--- config.mk ---
export PLATFORM = sky130hd
export DESIGN_NAME = cpu_bit_branch_control_ops
export DESIGN_NICKNAME = d
export VERILOG_FILES = /design/src/hdl/cpu_ops_pkg.sv /design/src/hdl/cond_if.sv /design/src/hdl/cpu_bit_branch_control_ops.sv /design/src/hdl/branch_cond_eval.sv
export SDC_FILE = /design/constraint.sdc
export NUM_CORES = 1
export LEC_CHECK = 0
export BUFFER_PORTS_ARGS = -buffer_cell sky130_fd_sc_hd__buf_2
export CORE_AREA = 2 2 190 192
export DETAILED_ROUTE_END_ITERATION = 7
export DIE_AREA = 0 0 192 194
export PLACE_DENSITY = 0.78
export SYNTH_ARGS = -nofsm -noshare
export SYNTH_HDL_FRONTEND = slang
export SYNTH_HIERARCHICAL = 1
export SYNTH_SLANG_ARGS = --single-unit
--- constraint.sdc ---
create_clock -name clk_in -period 15.7 [get_ports clk_in]
set_input_delay 0.785 -clock clk_in [delete_from_list [all_inputs] [get_ports clk_in]]
set_output_delay 0.785 -clock clk_in [all_outputs]
set_load 0.05 [all_outputs]
--- src/hdl/cpu_ops_pkg.sv ---
package cpu_ops_pkg;

	////////////////////////////////////////////////////////////////////////////////
	// Instruction word field positions
	localparam int OPF_LSB    = 12;
	localparam int SUB_LSB    = 8;
	localparam int BITNO_LSB  = 4;
	localparam int MEMSEL_BIT = 7;
	localparam int MODE_LSB   = 5;
	localparam int REGSEL_LSB = 0;
	localparam int TRAPNO_LSB = 0;

	// Leading operation field values
	localparam logic [3:0] OPF_SYS    = 4'h0;
	localparam logic [3:0] OPF_BRANCH = 4'h4;
	localparam logic [3:0] OPF_JUMP   = 4'h5;
	localparam logic [3:0] OPF_BIT    = 4'h7;

	// Second operation field, bit transfer group
	localparam logic [3:0] SUB_CARRY_XOR_BIT     = 4'h0;
	localparam logic [3:0] SUB_CARRY_XOR_INV_BIT = 4'h1;
	localparam logic [3:0] SUB_BIT_TO_FLAG       = 4'h2;
	localparam logic [3:0] SUB_INV_BIT_TO_FLAG   = 4'h3;
	localparam logic [3:0] SUB_FLAG_TO_BIT       = 4'h4;
	localparam logic [3:0] SUB_INV_FLAG_TO_BIT   = 4'h5;

	// Second operation field, system group
	localparam logic [3:0] SUB_IDLE         = 4'h0;
	localparam logic [3:0] SUB_SLEEP        = 4'h1;
	localparam logic [3:0] SUB_EXC_RETURN   = 4'h2;
	localparam logic [3:0] SUB_SW_TRAP      = 4'h3;
	localparam logic [3:0] SUB_LOAD_CTL     = 4'h4;
	localparam logic [3:0] SUB_STORE_CTL    = 4'h5;
	localparam logic [3:0] SUB_AND_CTL      = 4'h6;
	localparam logic [3:0] SUB_OR_CTL       = 4'h7;
	localparam logic [3:0] SUB_XOR_CTL      = 4'h8;
	localparam logic [3:0] SUB_COPY_BYTE    = 4'h9;
	localparam logic [3:0] SUB_COPY_WORD    = 4'hA;

	// Second operation field, jump group
	localparam logic [3:0] SUB_UNCOND_JUMP  = 4'h0;
	localparam logic [3:0] SUB_ABS_CALL     = 4'h1;
	localparam logic [3:0] SUB_REL_CALL     = 4'h2;
	localparam logic [3:0] SUB_SUB_RETURN   = 4'h3;

	// Control register source and destination modes
	localparam logic [1:0] MODE_IMM = 2'h0;
	localparam logic [1:0] MODE_REG = 2'h1;
	localparam logic [1:0] MODE_MEM = 2'h2;

	// Condition code register bit positions
	localparam int CCR_I = 7;
	localparam int CCR_N = 3;
	localparam int CCR_Z = 2;
	localparam int CCR_V = 1;
	localparam int CCR_C = 0;

	// Memory access sizes
	localparam logic [1:0] SZ_BYTE = 2'h0;
	localparam logic [1:0] SZ_WORD = 2'h1;
	localparam logic [1:0] SZ_LONG = 2'h2;

	// Values after reset, fixed addresses and pointer steps
	localparam logic [7:0]  CCR_RESET      = 8'h80;
	localparam logic [7:0]  EXR_RESET      = 8'h07;
	localparam logic [23:0] PC_RESET       = 24'h000100;
	localparam logic [23:0] SP_RESET       = 24'h00FFFC;
	localparam logic [23:0] TRAP_VEC_BASE  = 24'h000020;
	localparam logic [23:0] STACK_STEP     = 24'h000004;
	localparam logic [23:0] PTR_STEP       = 24'h000001;

	typedef enum logic [3:0] {
		S_IDLE    = 4'h0,
		S_BIT_RD  = 4'h1,
		S_BIT_WR  = 4'h2,
		S_CTL_RD  = 4'h3,
		S_CTL_WR  = 4'h4,
		S_PUSH    = 4'h5,
		S_VEC     = 4'h6,
		S_POP     = 4'h7,
		S_COPY_RD = 4'h8,
		S_COPY_WR = 4'h9,
		S_SLEEP   = 4'hA
	} state_e;

endpackage

--- src/hdl/cond_if.sv ---
`timescale 1ns/1ps
`default_nettype none
interface cond_if;
	logic [3:0] cc;
	logic       c;
	logic       z;
	logic       v;
	logic       n;
	logic       take;

	modport requester (output cc, c, z, v, n, input take);
	modport evaluator (input cc, c, z, v, n, output take);
endinterface
`default_nettype wire

--- src/hdl/cpu_bit_branch_control_ops.sv ---
`timescale 1ns/1ps
`default_nettype none
module cpu_bit_branch_control_ops (
	// Clock and reset
	input  wire logic        clk_in,
	input  wire logic        resetn_in,
	// Decoded instruction stream
	input  wire logic        instr_valid_in,
	input  wire logic [15:0] instr_word_in,
	input  wire logic [31:0] instr_ext_in,
	input  wire logic [1:0]  instr_len_in,
	input  wire logic [7:0]  reg_byte_in,
	output logic             instr_ready_out,
	// General register side
	input  wire logic [15:0] count_word_in,
	input  wire logic [23:0] src_ptr_in,
	input  wire logic [23:0] dst_ptr_in,
	output logic             reg_wr_out,
	output logic [3:0]       reg_wr_sel_out,
	output logic [7:0]       reg_wr_data_out,
	output logic [15:0]      count_word_out,
	output logic [23:0]      src_ptr_out,
	output logic [23:0]      dst_ptr_out,
	output logic             copy_done_out,
	// Memory bus
	output logic             mem_req_out,
	output logic             mem_we_out,
	output logic [1:0]       mem_size_out,
	output logic [23:0]      mem_addr_out,
	output logic [31:0]      mem_wdata_out,
	input  wire logic        mem_ack_in,
	input  wire logic [31:0] mem_rdata_in,
	// Wake from power-down
	input  wire logic        wake_in,
	// Status
	output logic [23:0]      pc_out,
	output logic [7:0]       ccr_out,
	output logic [7:0]       exr_out,
	output logic [23:0]      sp_out,
	output logic             sleep_out,
	output logic             branch_taken_out,
	output logic             trap_out
);
	import cpu_ops_pkg::*;

	////////////////////////////////////////////////////////////////////////////////
	// State
	state_e      state_reg,   state_next;
	logic [15:0] iw_reg,      iw_next;
	logic [31:0] ext_reg,     ext_next;
	logic [23:0] pc_reg,      pc_next;
	logic [23:0] sp_reg,      sp_next;
	logic [7:0]  ccr_reg,     ccr_next;
	logic [7:0]  exr_reg,     exr_next;
	logic [15:0] cnt_reg,     cnt_next;
	logic [23:0] src_reg,     src_next;
	logic [23:0] dst_reg,     dst_next;
	logic        ready_reg,   ready_next;
	logic        rwr_reg,     rwr_next;
	logic [3:0]  rsel_reg,    rsel_next;
	logic [7:0]  rdat_reg,    rdat_next;
	logic        done_reg,    done_next;
	logic        req_reg,     req_next;
	logic        we_reg,      we_next;
	logic [1:0]  size_reg,    size_next;
	logic [23:0] addr_reg,    addr_next;
	logic [31:0] wdat_reg,    wdat_next;
	logic        taken_reg,   taken_next;
	logic        trap_reg,    trap_next;

	////////////////////////////////////////////////////////////////////////////////
	// Decode of the current word
	wire logic        idle_st  = (state_reg == S_IDLE);
	wire logic        take     = instr_valid_in & ready_reg;
	wire logic [15:0] cw       = idle_st ? instr_word_in : iw_reg;
	wire logic [31:0] cx       = idle_st ? instr_ext_in : ext_reg;
	wire logic [3:0]  opf      = cw[OPF_LSB +: 4];
	wire logic [3:0]  sub      = cw[SUB_LSB +: 4];
	wire logic [2:0]  bit_no   = cw[BITNO_LSB +: 3];
	wire logic        sel_mem  = cw[MEMSEL_BIT];
	wire logic        sel_exr  = cw[MEMSEL_BIT];
	wire logic [1:0]  mode     = cw[MODE_LSB +: 2];
	wire logic [23:0] seq_pc   = pc_reg + 24'({instr_len_in, 1'b0});
	wire logic [23:0] br_tgt   = seq_pc + {{16{cw[7]}}, cw[7:0]};
	wire logic [23:0] rel_tgt  = seq_pc + {{8{cx[15]}}, cx[15:0]};
	wire logic [23:0] vec_addr = TRAP_VEC_BASE + 24'({cw[TRAPNO_LSB +: 2], 2'b00});
	wire logic [7:0]  bit_src  = idle_st ? reg_byte_in : mem_rdata_in[7:0];
	wire logic [7:0]  bit_mask = 8'h01 << bit_no;
	wire logic [7:0]  ctl_cur  = sel_exr ? exr_reg : ccr_reg;
	wire logic [7:0]  ctl_src  = idle_st ? (mode == MODE_IMM ? cx[7:0] : reg_byte_in)
	                                     : mem_rdata_in[15:8];
	wire logic        copy_b   = (sub == SUB_COPY_BYTE);
	wire logic        cnt_zero = copy_b ? (count_word_in[7:0] == 8'h00)
	                                    : (count_word_in == 16'h0000);
	wire logic        cnt_last = copy_b ? (cnt_reg[7:0] == 8'h01) : (cnt_reg == 16'h0001);
	wire logic [15:0] cnt_dec  = copy_b ? {cnt_reg[15:8], cnt_reg[7:0] - 8'h01}
	                                    : cnt_reg - 16'h0001;
	wire logic        is_store = (sub == SUB_FLAG_TO_BIT) | (sub == SUB_INV_FLAG_TO_BIT);

	// Returns {new carry, new operand byte}
	function automatic logic [8:0] bit_exec(input logic [3:0] op, input logic [2:0] idx,
	                                        input logic [7:0] opnd, input logic c);
		logic b;
		logic [7:0] res;
		b   = opnd[idx];
		res = opnd;
		case (op)
			SUB_CARRY_XOR_BIT:     bit_exec = {c ^ b, opnd};
			SUB_CARRY_XOR_INV_BIT: bit_exec = {c ^ ~b, opnd};
			SUB_BIT_TO_FLAG:       bit_exec = {b, opnd};
			SUB_INV_BIT_TO_FLAG:   bit_exec = {~b, opnd};
			SUB_FLAG_TO_BIT: begin
				res[idx] = c;
				bit_exec = {c, res};
			end
			SUB_INV_FLAG_TO_BIT: begin
				res[idx] = ~c;
				bit_exec = {c, res};
			end
			default:               bit_exec = {c, opnd};
		endcase
	endfunction

	function automatic logic [7:0] ctl_exec(input logic [3:0] op, input logic [7:0] cur,
	                                        input logic [7:0] src);
		case (op)
			SUB_AND_CTL: ctl_exec = cur & src;
			SUB_OR_CTL:  ctl_exec = cur | src;
			SUB_XOR_CTL: ctl_exec = cur ^ src;
			default:     ctl_exec = src;
		endcase
	endfunction

	wire logic [8:0] bit_res = bit_exec(sub, bit_no, bit_src, ccr_reg[CCR_C]);
	wire logic [7:0] ctl_res = ctl_exec(sub, ctl_cur, ctl_src);

	////////////////////////////////////////////////////////////////////////////////
	// Branch condition
	cond_if cif ();
	assign cif.cc = cw[SUB_LSB +: 4];
	assign cif.c  = ccr_reg[CCR_C];
	assign cif.z  = ccr_reg[CCR_Z];
	assign cif.v  = ccr_reg[CCR_V];
	assign cif.n  = ccr_reg[CCR_N];

	branch_cond_eval u_cond (
		.bus (cif)
	);

	////////////////////////////////////////////////////////////////////////////////
	// Sequencing
	always_comb begin
		state_next = state_reg;
		iw_next    = iw_reg;
		ext_next   = ext_reg;
		pc_next    = pc_reg;
		sp_next    = sp_reg;
		ccr_next   = ccr_reg;
		exr_next   = exr_reg;
		cnt_next   = cnt_reg;
		src_next   = src_reg;
		dst_next   = dst_reg;
		rwr_next   = 1'b0;
		rsel_next  = rsel_reg;
		rdat_next  = rdat_reg;
		done_next  = 1'b0;
		taken_next = 1'b0;
		trap_next  = 1'b0;
		req_next   = req_reg & ~mem_ack_in;
		we_next    = we_reg;
		size_next  = size_reg;
		addr_next  = addr_reg;
		wdat_next  = wdat_reg;
		case (state_reg)
			S_IDLE: if (take) begin
				iw_next   = instr_word_in;
				ext_next  = instr_ext_in;
				pc_next   = seq_pc;
				rsel_next = cw[REGSEL_LSB +: 4];
				case (opf)
					OPF_BRANCH: if (cif.take) begin
						pc_next    = br_tgt;
						taken_next = 1'b1;
					end
					OPF_BIT: if (sel_mem) begin
						{req_next, we_next, size_next, addr_next} = {2'b10, SZ_BYTE, cx[23:0]};
						state_next = S_BIT_RD;
					end else begin
						ccr_next[CCR_C] = bit_res[8];
						rwr_next        = is_store;
						rdat_next       = bit_res[7:0];
					end
					OPF_JUMP: case (sub)
						SUB_UNCOND_JUMP: pc_next = cx[23:0];
						SUB_ABS_CALL, SUB_REL_CALL: begin
							pc_next    = (sub == SUB_ABS_CALL) ? cx[23:0] : rel_tgt;
							sp_next    = sp_reg - STACK_STEP;
							{req_next, we_next, size_next} = {2'b11, SZ_LONG};
							addr_next  = sp_reg - STACK_STEP;
							wdat_next  = {8'h00, seq_pc};
							state_next = S_PUSH;
						end
						SUB_SUB_RETURN: begin
							{req_next, we_next, size_next, addr_next} = {2'b10, SZ_LONG, sp_reg};
							state_next = S_POP;
						end
						default: ;
					endcase
					OPF_SYS: case (sub)
						SUB_SLEEP: state_next = S_SLEEP;
						SUB_EXC_RETURN: begin
							{req_next, we_next, size_next, addr_next} = {2'b10, SZ_LONG, sp_reg};
							state_next = S_POP;
						end
						SUB_SW_TRAP: begin
							trap_next  = 1'b1;
							sp_next    = sp_reg - STACK_STEP;
							{req_next, we_next, size_next} = {2'b11, SZ_LONG};
							addr_next  = sp_reg - STACK_STEP;
							wdat_next  = {ccr_reg, seq_pc};
							state_next = S_PUSH;
						end
						SUB_LOAD_CTL, SUB_AND_CTL, SUB_OR_CTL, SUB_XOR_CTL:
							if (sub == SUB_LOAD_CTL && mode == MODE_MEM) begin
								{req_next, we_next, size_next, addr_next} =
									{2'b10, SZ_WORD, cx[23:0]};
								state_next = S_CTL_RD;
							end else if (sel_exr) begin
								exr_next = ctl_res;
							end else begin
								ccr_next = ctl_res;
							end
						SUB_STORE_CTL: if (mode == MODE_MEM) begin
							{req_next, we_next, size_next, addr_next} = {2'b11, SZ_WORD, cx[23:0]};
							wdat_next  = {16'h0000, ctl_cur, 8'h00};
							state_next = S_CTL_WR;
						end else begin
							rwr_next  = 1'b1;
							rdat_next = ctl_cur;
						end
						SUB_COPY_BYTE, SUB_COPY_WORD: begin
							cnt_next = count_word_in;
							src_next = src_ptr_in;
							dst_next = dst_ptr_in;
							if (cnt_zero) begin
								done_next = 1'b1;
							end else begin
								{req_next, we_next, size_next, addr_next} =
									{2'b10, SZ_BYTE, src_ptr_in};
								state_next = S_COPY_RD;
							end
						end
						default: ;  // Idle and unknown codes only advance the counter
					endcase
					default: ;
				endcase
			end
			S_BIT_RD: if (mem_ack_in) begin
				ccr_next[CCR_C] = bit_res[8];
				if (is_store) begin
					{req_next, we_next} = 2'b11;
					wdat_next  = {24'h000000, bit_res[7:0]};
					state_next = S_BIT_WR;
				end else begin
					state_next = S_IDLE;
				end
			end
			S_CTL_RD: if (mem_ack_in) begin
				if (sel_exr)
					exr_next = ctl_res;
				else
					ccr_next = ctl_res;
				state_next = S_IDLE;
			end
			S_PUSH: if (mem_ack_in) begin
				if (opf == OPF_SYS) begin
					{req_next, we_next, addr_next} = {2'b10, vec_addr};
					state_next = S_VEC;
				end else begin
					state_next = S_IDLE;
				end
			end
			S_VEC: if (mem_ack_in) begin
				pc_next         = mem_rdata_in[23:0];
				ccr_next[CCR_I] = 1'b1;
				state_next      = S_IDLE;
			end
			S_POP: if (mem_ack_in) begin
				pc_next = mem_rdata_in[23:0];
				sp_next = sp_reg + STACK_STEP;
				if (opf == OPF_SYS)
					ccr_next = mem_rdata_in[31:24];
				state_next = S_IDLE;
			end
			S_COPY_RD: if (mem_ack_in) begin
				{req_next, we_next, addr_next} = {2'b11, dst_reg};
				wdat_next  = {24'h000000, mem_rdata_in[7:0]};
				state_next = S_COPY_WR;
			end
			S_COPY_WR: if (mem_ack_in) begin
				src_next = src_reg + PTR_STEP;
				dst_next = dst_reg + PTR_STEP;
				cnt_next = cnt_dec;
				if (cnt_last) begin
					done_next  = 1'b1;
					state_next = S_IDLE;
				end else begin
					{req_next, we_next, addr_next} = {2'b10, src_reg + PTR_STEP};
					state_next = S_COPY_RD;
				end
			end
			S_BIT_WR, S_CTL_WR: if (mem_ack_in)
				state_next = S_IDLE;
			S_SLEEP: if (wake_in)
				state_next = S_IDLE;
			default: state_next = S_IDLE;
		endcase
		// The next instruction is taken as soon as the unit returns to idle
		ready_next = (state_next == S_IDLE);
	end

	always_ff @(posedge clk_in) begin
		if (!resetn_in) begin
			state_reg <= S_IDLE;
			{iw_reg, ext_reg, cnt_reg, src_reg, dst_reg} <= '0;
			{pc_reg, sp_reg, ccr_reg, exr_reg} <= {PC_RESET, SP_RESET, CCR_RESET, EXR_RESET};
			{ready_reg, rwr_reg, rsel_reg, rdat_reg, done_reg} <= '0;
			{req_reg, we_reg, size_reg, addr_reg, wdat_reg, taken_reg, trap_reg} <= '0;
		end else begin
			state_reg <= state_next;
			{iw_reg, ext_reg, cnt_reg, src_reg, dst_reg} <=
				{iw_next, ext_next, cnt_next, src_next, dst_next};
			{pc_reg, sp_reg, ccr_reg, exr_reg} <= {pc_next, sp_next, ccr_next, exr_next};
			{ready_reg, rwr_reg, rsel_reg, rdat_reg, done_reg} <=
				{ready_next, rwr_next, rsel_next, rdat_next, done_next};
			{req_reg, we_reg, size_reg, addr_reg, wdat_reg, taken_reg, trap_reg} <=
				{req_next, we_next, size_next, addr_next, wdat_next, taken_next, trap_next};
		end
	end

	// Sleep is a flop of its own so the output never glitches on decode
	logic sleep_reg;
	always_ff @(posedge clk_in) begin
		if (!resetn_in)
			sleep_reg <= 1'b0;
		else
			sleep_reg <= (state_next == S_SLEEP);
	end

	assign instr_ready_out  = ready_reg;
	assign reg_wr_out       = rwr_reg;
	assign reg_wr_sel_out   = rsel_reg;
	assign reg_wr_data_out  = rdat_reg;
	assign count_word_out   = cnt_reg;
	assign src_ptr_out      = src_reg;
	assign dst_ptr_out      = dst_reg;
	assign copy_done_out    = done_reg;
	assign mem_req_out      = req_reg;
	assign mem_we_out       = we_reg;
	assign mem_size_out     = size_reg;
	assign mem_addr_out     = addr_reg;
	assign mem_wdata_out    = wdat_reg;
	assign pc_out           = pc_reg;
	assign ccr_out          = ccr_reg;
	assign exr_out          = exr_reg;
	assign sp_out           = sp_reg;
	assign sleep_out        = sleep_reg;
	assign branch_taken_out = taken_reg;
	assign trap_out         = trap_reg;

	wire logic sel_bit = reg_byte_in[bit_no];
	wire logic reg_bit = idle_st && take && opf == OPF_BIT && !sel_mem;
endmodule // cpu_bit_branch_control_ops
`default_nettype wire

--- src/hdl/branch_cond_eval.sv ---
`timescale 1ns/1ps
`default_nettype none
module branch_cond_eval (
	// Condition and flags in, decision out
	cond_if.evaluator bus
);
	logic nv;
	logic take;

	assign nv = bus.n ^ bus.v;

	always_comb begin
		case (bus.cc)
			4'h0: take = 1'b1;
			4'h1: take = 1'b0;
			4'h2: take = ~(bus.c | bus.z);
			4'h3: take = bus.c | bus.z;
			4'h4: take = ~bus.c;
			4'h5: take = bus.c;
			4'h6: take = ~bus.z;
			4'h7: take = bus.z;
			4'h8: take = ~bus.v;
			4'h9: take = bus.v;
			4'hA: take = ~bus.n;
			4'hB: take = bus.n;
			4'hC: take = ~nv;
			4'hD: take = nv;
			4'hE: take = ~(bus.z | nv);
			4'hF: take = bus.z | nv;
			default: take = 1'b0;
		endcase
	end

	assign bus.take = take;
endmodule // branch_cond_eval
`default_nettype wire

==> Flow_metrics.wiki <==
{| class="wikitable"
! Metric !! Value
|-
| Internal Power || 1.19 mW
|-
| Flip-flop count of the largest register, all copies and words added || 32
|-
| Number of vias after detailed routing || 23098
|-
| Pin count of the biggest net entering global routing || 93
|-
| Post-cts gate resize count || 0
|-
| Hold Path Cell Cnt || 3
|-
| Global-route wire length before repair || 122 mm
|-
| Post-synth top area share || 0.259
|-
| Worst Hold Margin || 0.445 ns
|-
| Synthesis-to-layout area growth || 16.1%
|-
| TritonRoute pass-1 iters || 8
|-
| Wire length on met3 || 10.6 mm
|-
| Type of element launching the critical path || flop
|-
| Critical Path Sink Type || flop
|-
| End of the worst hold path || ext_reg[8]$_SDFFE_PN0P_
|-
| Count of distinct cell types in the synthesized netlist || 82
|-
| Max-cap violations || 0
|-
| Synthesized instance count || 2728
|-
| Number of register bits inferred by synthesis || 248
|-
| Reported net switching power || 513 uW
|-
| Fin. Hold Viols || 0
|-
| Fin area || 0.0223 mm2
|-
| Share of power burned in the clock network || 0.444
|-
| Util after Layout || 0.632
|-
| Start of the worst register-to-register path || state_reg[2]$_SDFF_PN0_
|-
| Initial DRC Count || 3205
|-
| Port buffer count || 354
|-
| Detailed-route wire length on metal 1 || 31.6 mm
|-
| Fraction of power consumed by combinational cells || 0.174
|-
| Total Negative Setup Slacks || 0 ns
|-
| Seq/Total Area, Yosys || 0.259
|-
| Setup slack of the most critical reg-to-reg path || 9.96 ns
|-
| RSZ-0062 raised after global routing || no
|-
| Number of vias per cell after detailed routing || 6.66
|-
| Vert. Die Dim || 194 um
|-
| Core area || 0.0352 mm2
|-
| Setup violators final || 0
|-
| Antenna violations before repair || 7
|-
| Total global routing overflow || 0
|-
| Violations in the final reports || DRC
|-
| Cell at the root of the clock tree || sky130_fd_sc_hd__clkbuf_16
|-
| Post-layout minimum cycle time || 5.74 ns
|-
| Fraction of layout instances using a drive strength above 1 || 0.162
|-
| Average routed wire per standard cell || 23.5 um
|-
| Top Ports || 365
|-
| Arrival time of the worst setup path || 6.17 ns
|-
| Top cells by area, synth || sky130_fd_sc_hd__dfxtp_1 (26%), sky130_fd_sc_hd__a21oi_1 (8.4%), sky130_fd_sc_hd__nand2_1 (7.8%)
|-
| Worst EP required || 16.12 ns
|-
| Worst Clk Skew || 0.0164 ns
|-
| Predominant post-synthesis flop cell || sky130_fd_sc_hd__dfxtp_1
|-
| Detailed-route DRC error count || 2
|-
| Worst slew margin relative to its limit || 0.186
|-
| Pre-CTS WS || 9.85 ns
|-
| Most instantiated cells after synthesis || sky130_fd_sc_hd__nand2_1 (396), sky130_fd_sc_hd__a21oi_1 (322), sky130_fd_sc_hd__nor2_1 (307)
|-
| Reg2reg end || ccr_out[5]$_SDFFE_PN0P_
|-
| Antenna violation net count after detailed routing || 0
|-
| Net count of the finished layout || 3213
|-
| Cell Pwr Density || 76.5 mW/mm2
|-
| Row count || 69
|-
| Slew at the pin closest to its max-slew limit || 1.22 ns
|-
| Number of global-route vias before repair || 20976
|-
| Source of the worst hold timing path || instr_ext_in[8]
|-
| Register-to-Register Path Depth || 12
|-
| Initial cell density of the core || 0.544
|-
| Final max-slew violation count || 0
|-
| CTS Hold Buffers Added || 0
|-
| CTS tree || yes
|-
| Status || complete, but fails checks
|-
| Die width || 192 um
|-
| Placer Congestion || 1.09
|-
| Routed wl met2 || 34.9 mm
|-
| Setup CP Type || reg -> reg
|-
| Min setup slack post-route || 9.96 ns
|-
| Synth async-reset ratio || 0
|-
| Post-synth EDFFs || 0
|-
| Largest area contributor in the netlist || sky130_fd_sc_hd__dfxtp_1
|-
| Top routing layer in use || met5
|-
| Fraction of power consumed by sequential logic || 0.382
|-
| Filler cells || 3264
|-
| Clock latency of the later-clocked register in the worst-skew pair || 0.59 ns
|-
| Number of clock sinks seen by CTS || 248
|-
| Largest fanout on the critical path || 33
|-
| Cell with the most instances after synthesis || sky130_fd_sc_hd__nand2_1
|-
| Peak Freq || 174 MHz
|-
| Total die area || 0.0372 mm2
|-
| Maximum level of the CTS H-tree || 1
|-
| Total routing usage reported by global routing || 0.417
|-
| Reported leakage power || 9.55 nW
|-
| Tcrit/Tclk final || 0.366
|-
| Placed Instance Area || 0.0212 mm2
|-
| Peak VDD IR || 85.2 uV
|-
| Clock input transition at the sequential cells of the worst setup and hold paths || 0.07 ns
|-
| DPL Wire Length || 59.8 mm
|-
| Post-Route WL || 81.4 mm
|-
| Total setup buffers inserted after CTS || 0
|-
| Mapped cell area || 0.0192 mm2
|-
| Hold/Removal Path Class || in -> reg
|-
| Worst-case clock buffer depth || 3
|-
| Syn Area/Cell || 7.03 um2
|-
| Warnings from Yosys || 6
|-
| Inserted Clock Buffers || 29
|-
| Switching Fraction || 0.301
|}
[metal layers]
metal	GRT usage	up-vias
met1	0.558	10736
met5	0	-
met2	0.635	1636
met3	0.0950	296
met4	0.194	10
li1	-	10420
[logic make-up (layout without fill, tap and decap cells)]
group,Yosys count,count (layout),share of synthesized area
AO/OA/AOI/OAI,884,884,0.291
XOR/XNOR,109,109,0.0541
adder cells (fa/ha/maj),74,74,0.0493
buffers and inverters,260,533,0.0531
flip-flops,248,248,0.259
multiplexers,91,91,0.0482
other,1,5,0.000196
AND/OR/NAND/NOR,1061,1061,0.246
[critical path: stages, from the launching register on]
cell and delay (ns):
sky130_fd_sc_hd__dfxtp_1 0.54, sky130_fd_sc_hd__nor4_4 0.47, sky130_fd_sc_hd__buf_4 0.46, sky130_fd_sc_hd__buf_4 0.55
sky130_fd_sc_hd__mux2i_1 0.52, sky130_fd_sc_hd__o211a_1 0.74, sky130_fd_sc_hd__a21oi_1 0.16, sky130_fd_sc_hd__a211oi_1 0.54
sky130_fd_sc_hd__o31ai_1 0.18, sky130_fd_sc_hd__a21oi_1 0.65, sky130_fd_sc_hd__nand2_1 0.30, sky130_fd_sc_hd__a221oi_1 0.37
sky130_fd_sc_hd__nor3_1 0.08
[worst max path at each step]
stage | start | end | slack, ns
6_report | state_reg[2]$_SDFF_PN0_ | ccr_out[5]$_SDFFE_PN0P_ | 9.96
5_1_grt | state_reg[2]$_SDFF_PN0_ | ccr_out[3]$_SDFFE_PN0P_ | 9.65
4_1_cts | state_reg[2]$_SDFF_PN0_ | ccr_out[5]$_SDFFE_PN0P_ | 10.21
3_5_place_dp | instr_len_in[1] | pc_out[23]$_SDFFE_PN0P_ | 9.85
3_3_place_gp | instr_len_in[1] | pc_out[23]$_SDFFE_PN0P_ | 9.86
2_1_floorplan | state_reg[2]$_SDFF_PN0_ | pc_out[18]$_SDFFE_PN0P_ | 10.46
[power by group through the flow]
stage	clock network [mW]	logic, mW	registers, mW
after floorplan	0	0.165	0.681
after global placement	0	0.278	0.663
after detailed placement	0	0.283	0.664
after CTS	0.754	0.285	0.650
after global routing	0.777	0.313	0.651
final	0.756	0.296	0.650
[layout make-up]
cell class	count	area [um2]	area share
Clock buffer	36	792	0.0356
Inverter	81	309	0.0139
Multi-Input combinational cell	2221	13300	0.596
Timing Repair Buffer	400	2120	0.0951
Tap cell	461	577	0.0259
Clock inverter	16	236	0.0106
Sequential cell	248	4970	0.223
Antenna cell	3	7.51	0.000337
[through the flow]
stage	cells	power, mW
6_report	3466	1.70
5_1_grt	3464	1.74
4_1_cts	3463	1.69
3_5_place_dp	3411	0.946
3_3_place_gp	3411	0.941
2_1_floorplan	2729	0.846
[layout by cell type (no fill, tap or decap), types with 9 or more instances in the layout]
master	count
sky130_fd_sc_hd__or3_1	17
sky130_fd_sc_hd__nor4_1	26
sky130_fd_sc_hd__o2111ai_1	12
sky130_fd_sc_hd__o22ai_1	30
sky130_fd_sc_hd__clkbuf_16	29
sky130_fd_sc_hd__o221ai_1	20
sky130_fd_sc_hd__o31ai_1	15
sky130_fd_sc_hd__a222oi_1	10
sky130_fd_sc_hd__nand3_1	93
sky130_fd_sc_hd__a21oi_1	322
sky130_fd_sc_hd__o211ai_1	29
sky130_fd_sc_hd__nor2b_1	16
sky130_fd_sc_hd__dfxtp_1	247
sky130_fd_sc_hd__nand2_1	395
sky130_fd_sc_hd__o21a_1	9
sky130_fd_sc_hd__nor2_1	305
sky130_fd_sc_hd__buf_2	354
sky130_fd_sc_hd__mux2i_1	84
sky130_fd_sc_hd__and2_1	29
sky130_fd_sc_hd__a22oi_1	27
sky130_fd_sc_hd__a31oi_1	24
sky130_fd_sc_hd__and3_1	24
sky130_fd_sc_hd__a211oi_1	57
sky130_fd_sc_hd__o21ai_0	181
sky130_fd_sc_hd__xnor2_1	62
sky130_fd_sc_hd__nand2b_1	24
sky130_fd_sc_hd__a311oi_1	12
sky130_fd_sc_hd__nand4_1	23
sky130_fd_sc_hd__buf_4	46
sky130_fd_sc_hd__nor3_1	76
sky130_fd_sc_hd__a221oi_1	40
sky130_fd_sc_hd__inv_1	77
sky130_fd_sc_hd__ha_1	70
sky130_fd_sc_hd__a21o_1	25
sky130_fd_sc_hd__xor2_1	41
Note: power is estimated with default switching activity, not from simulation.
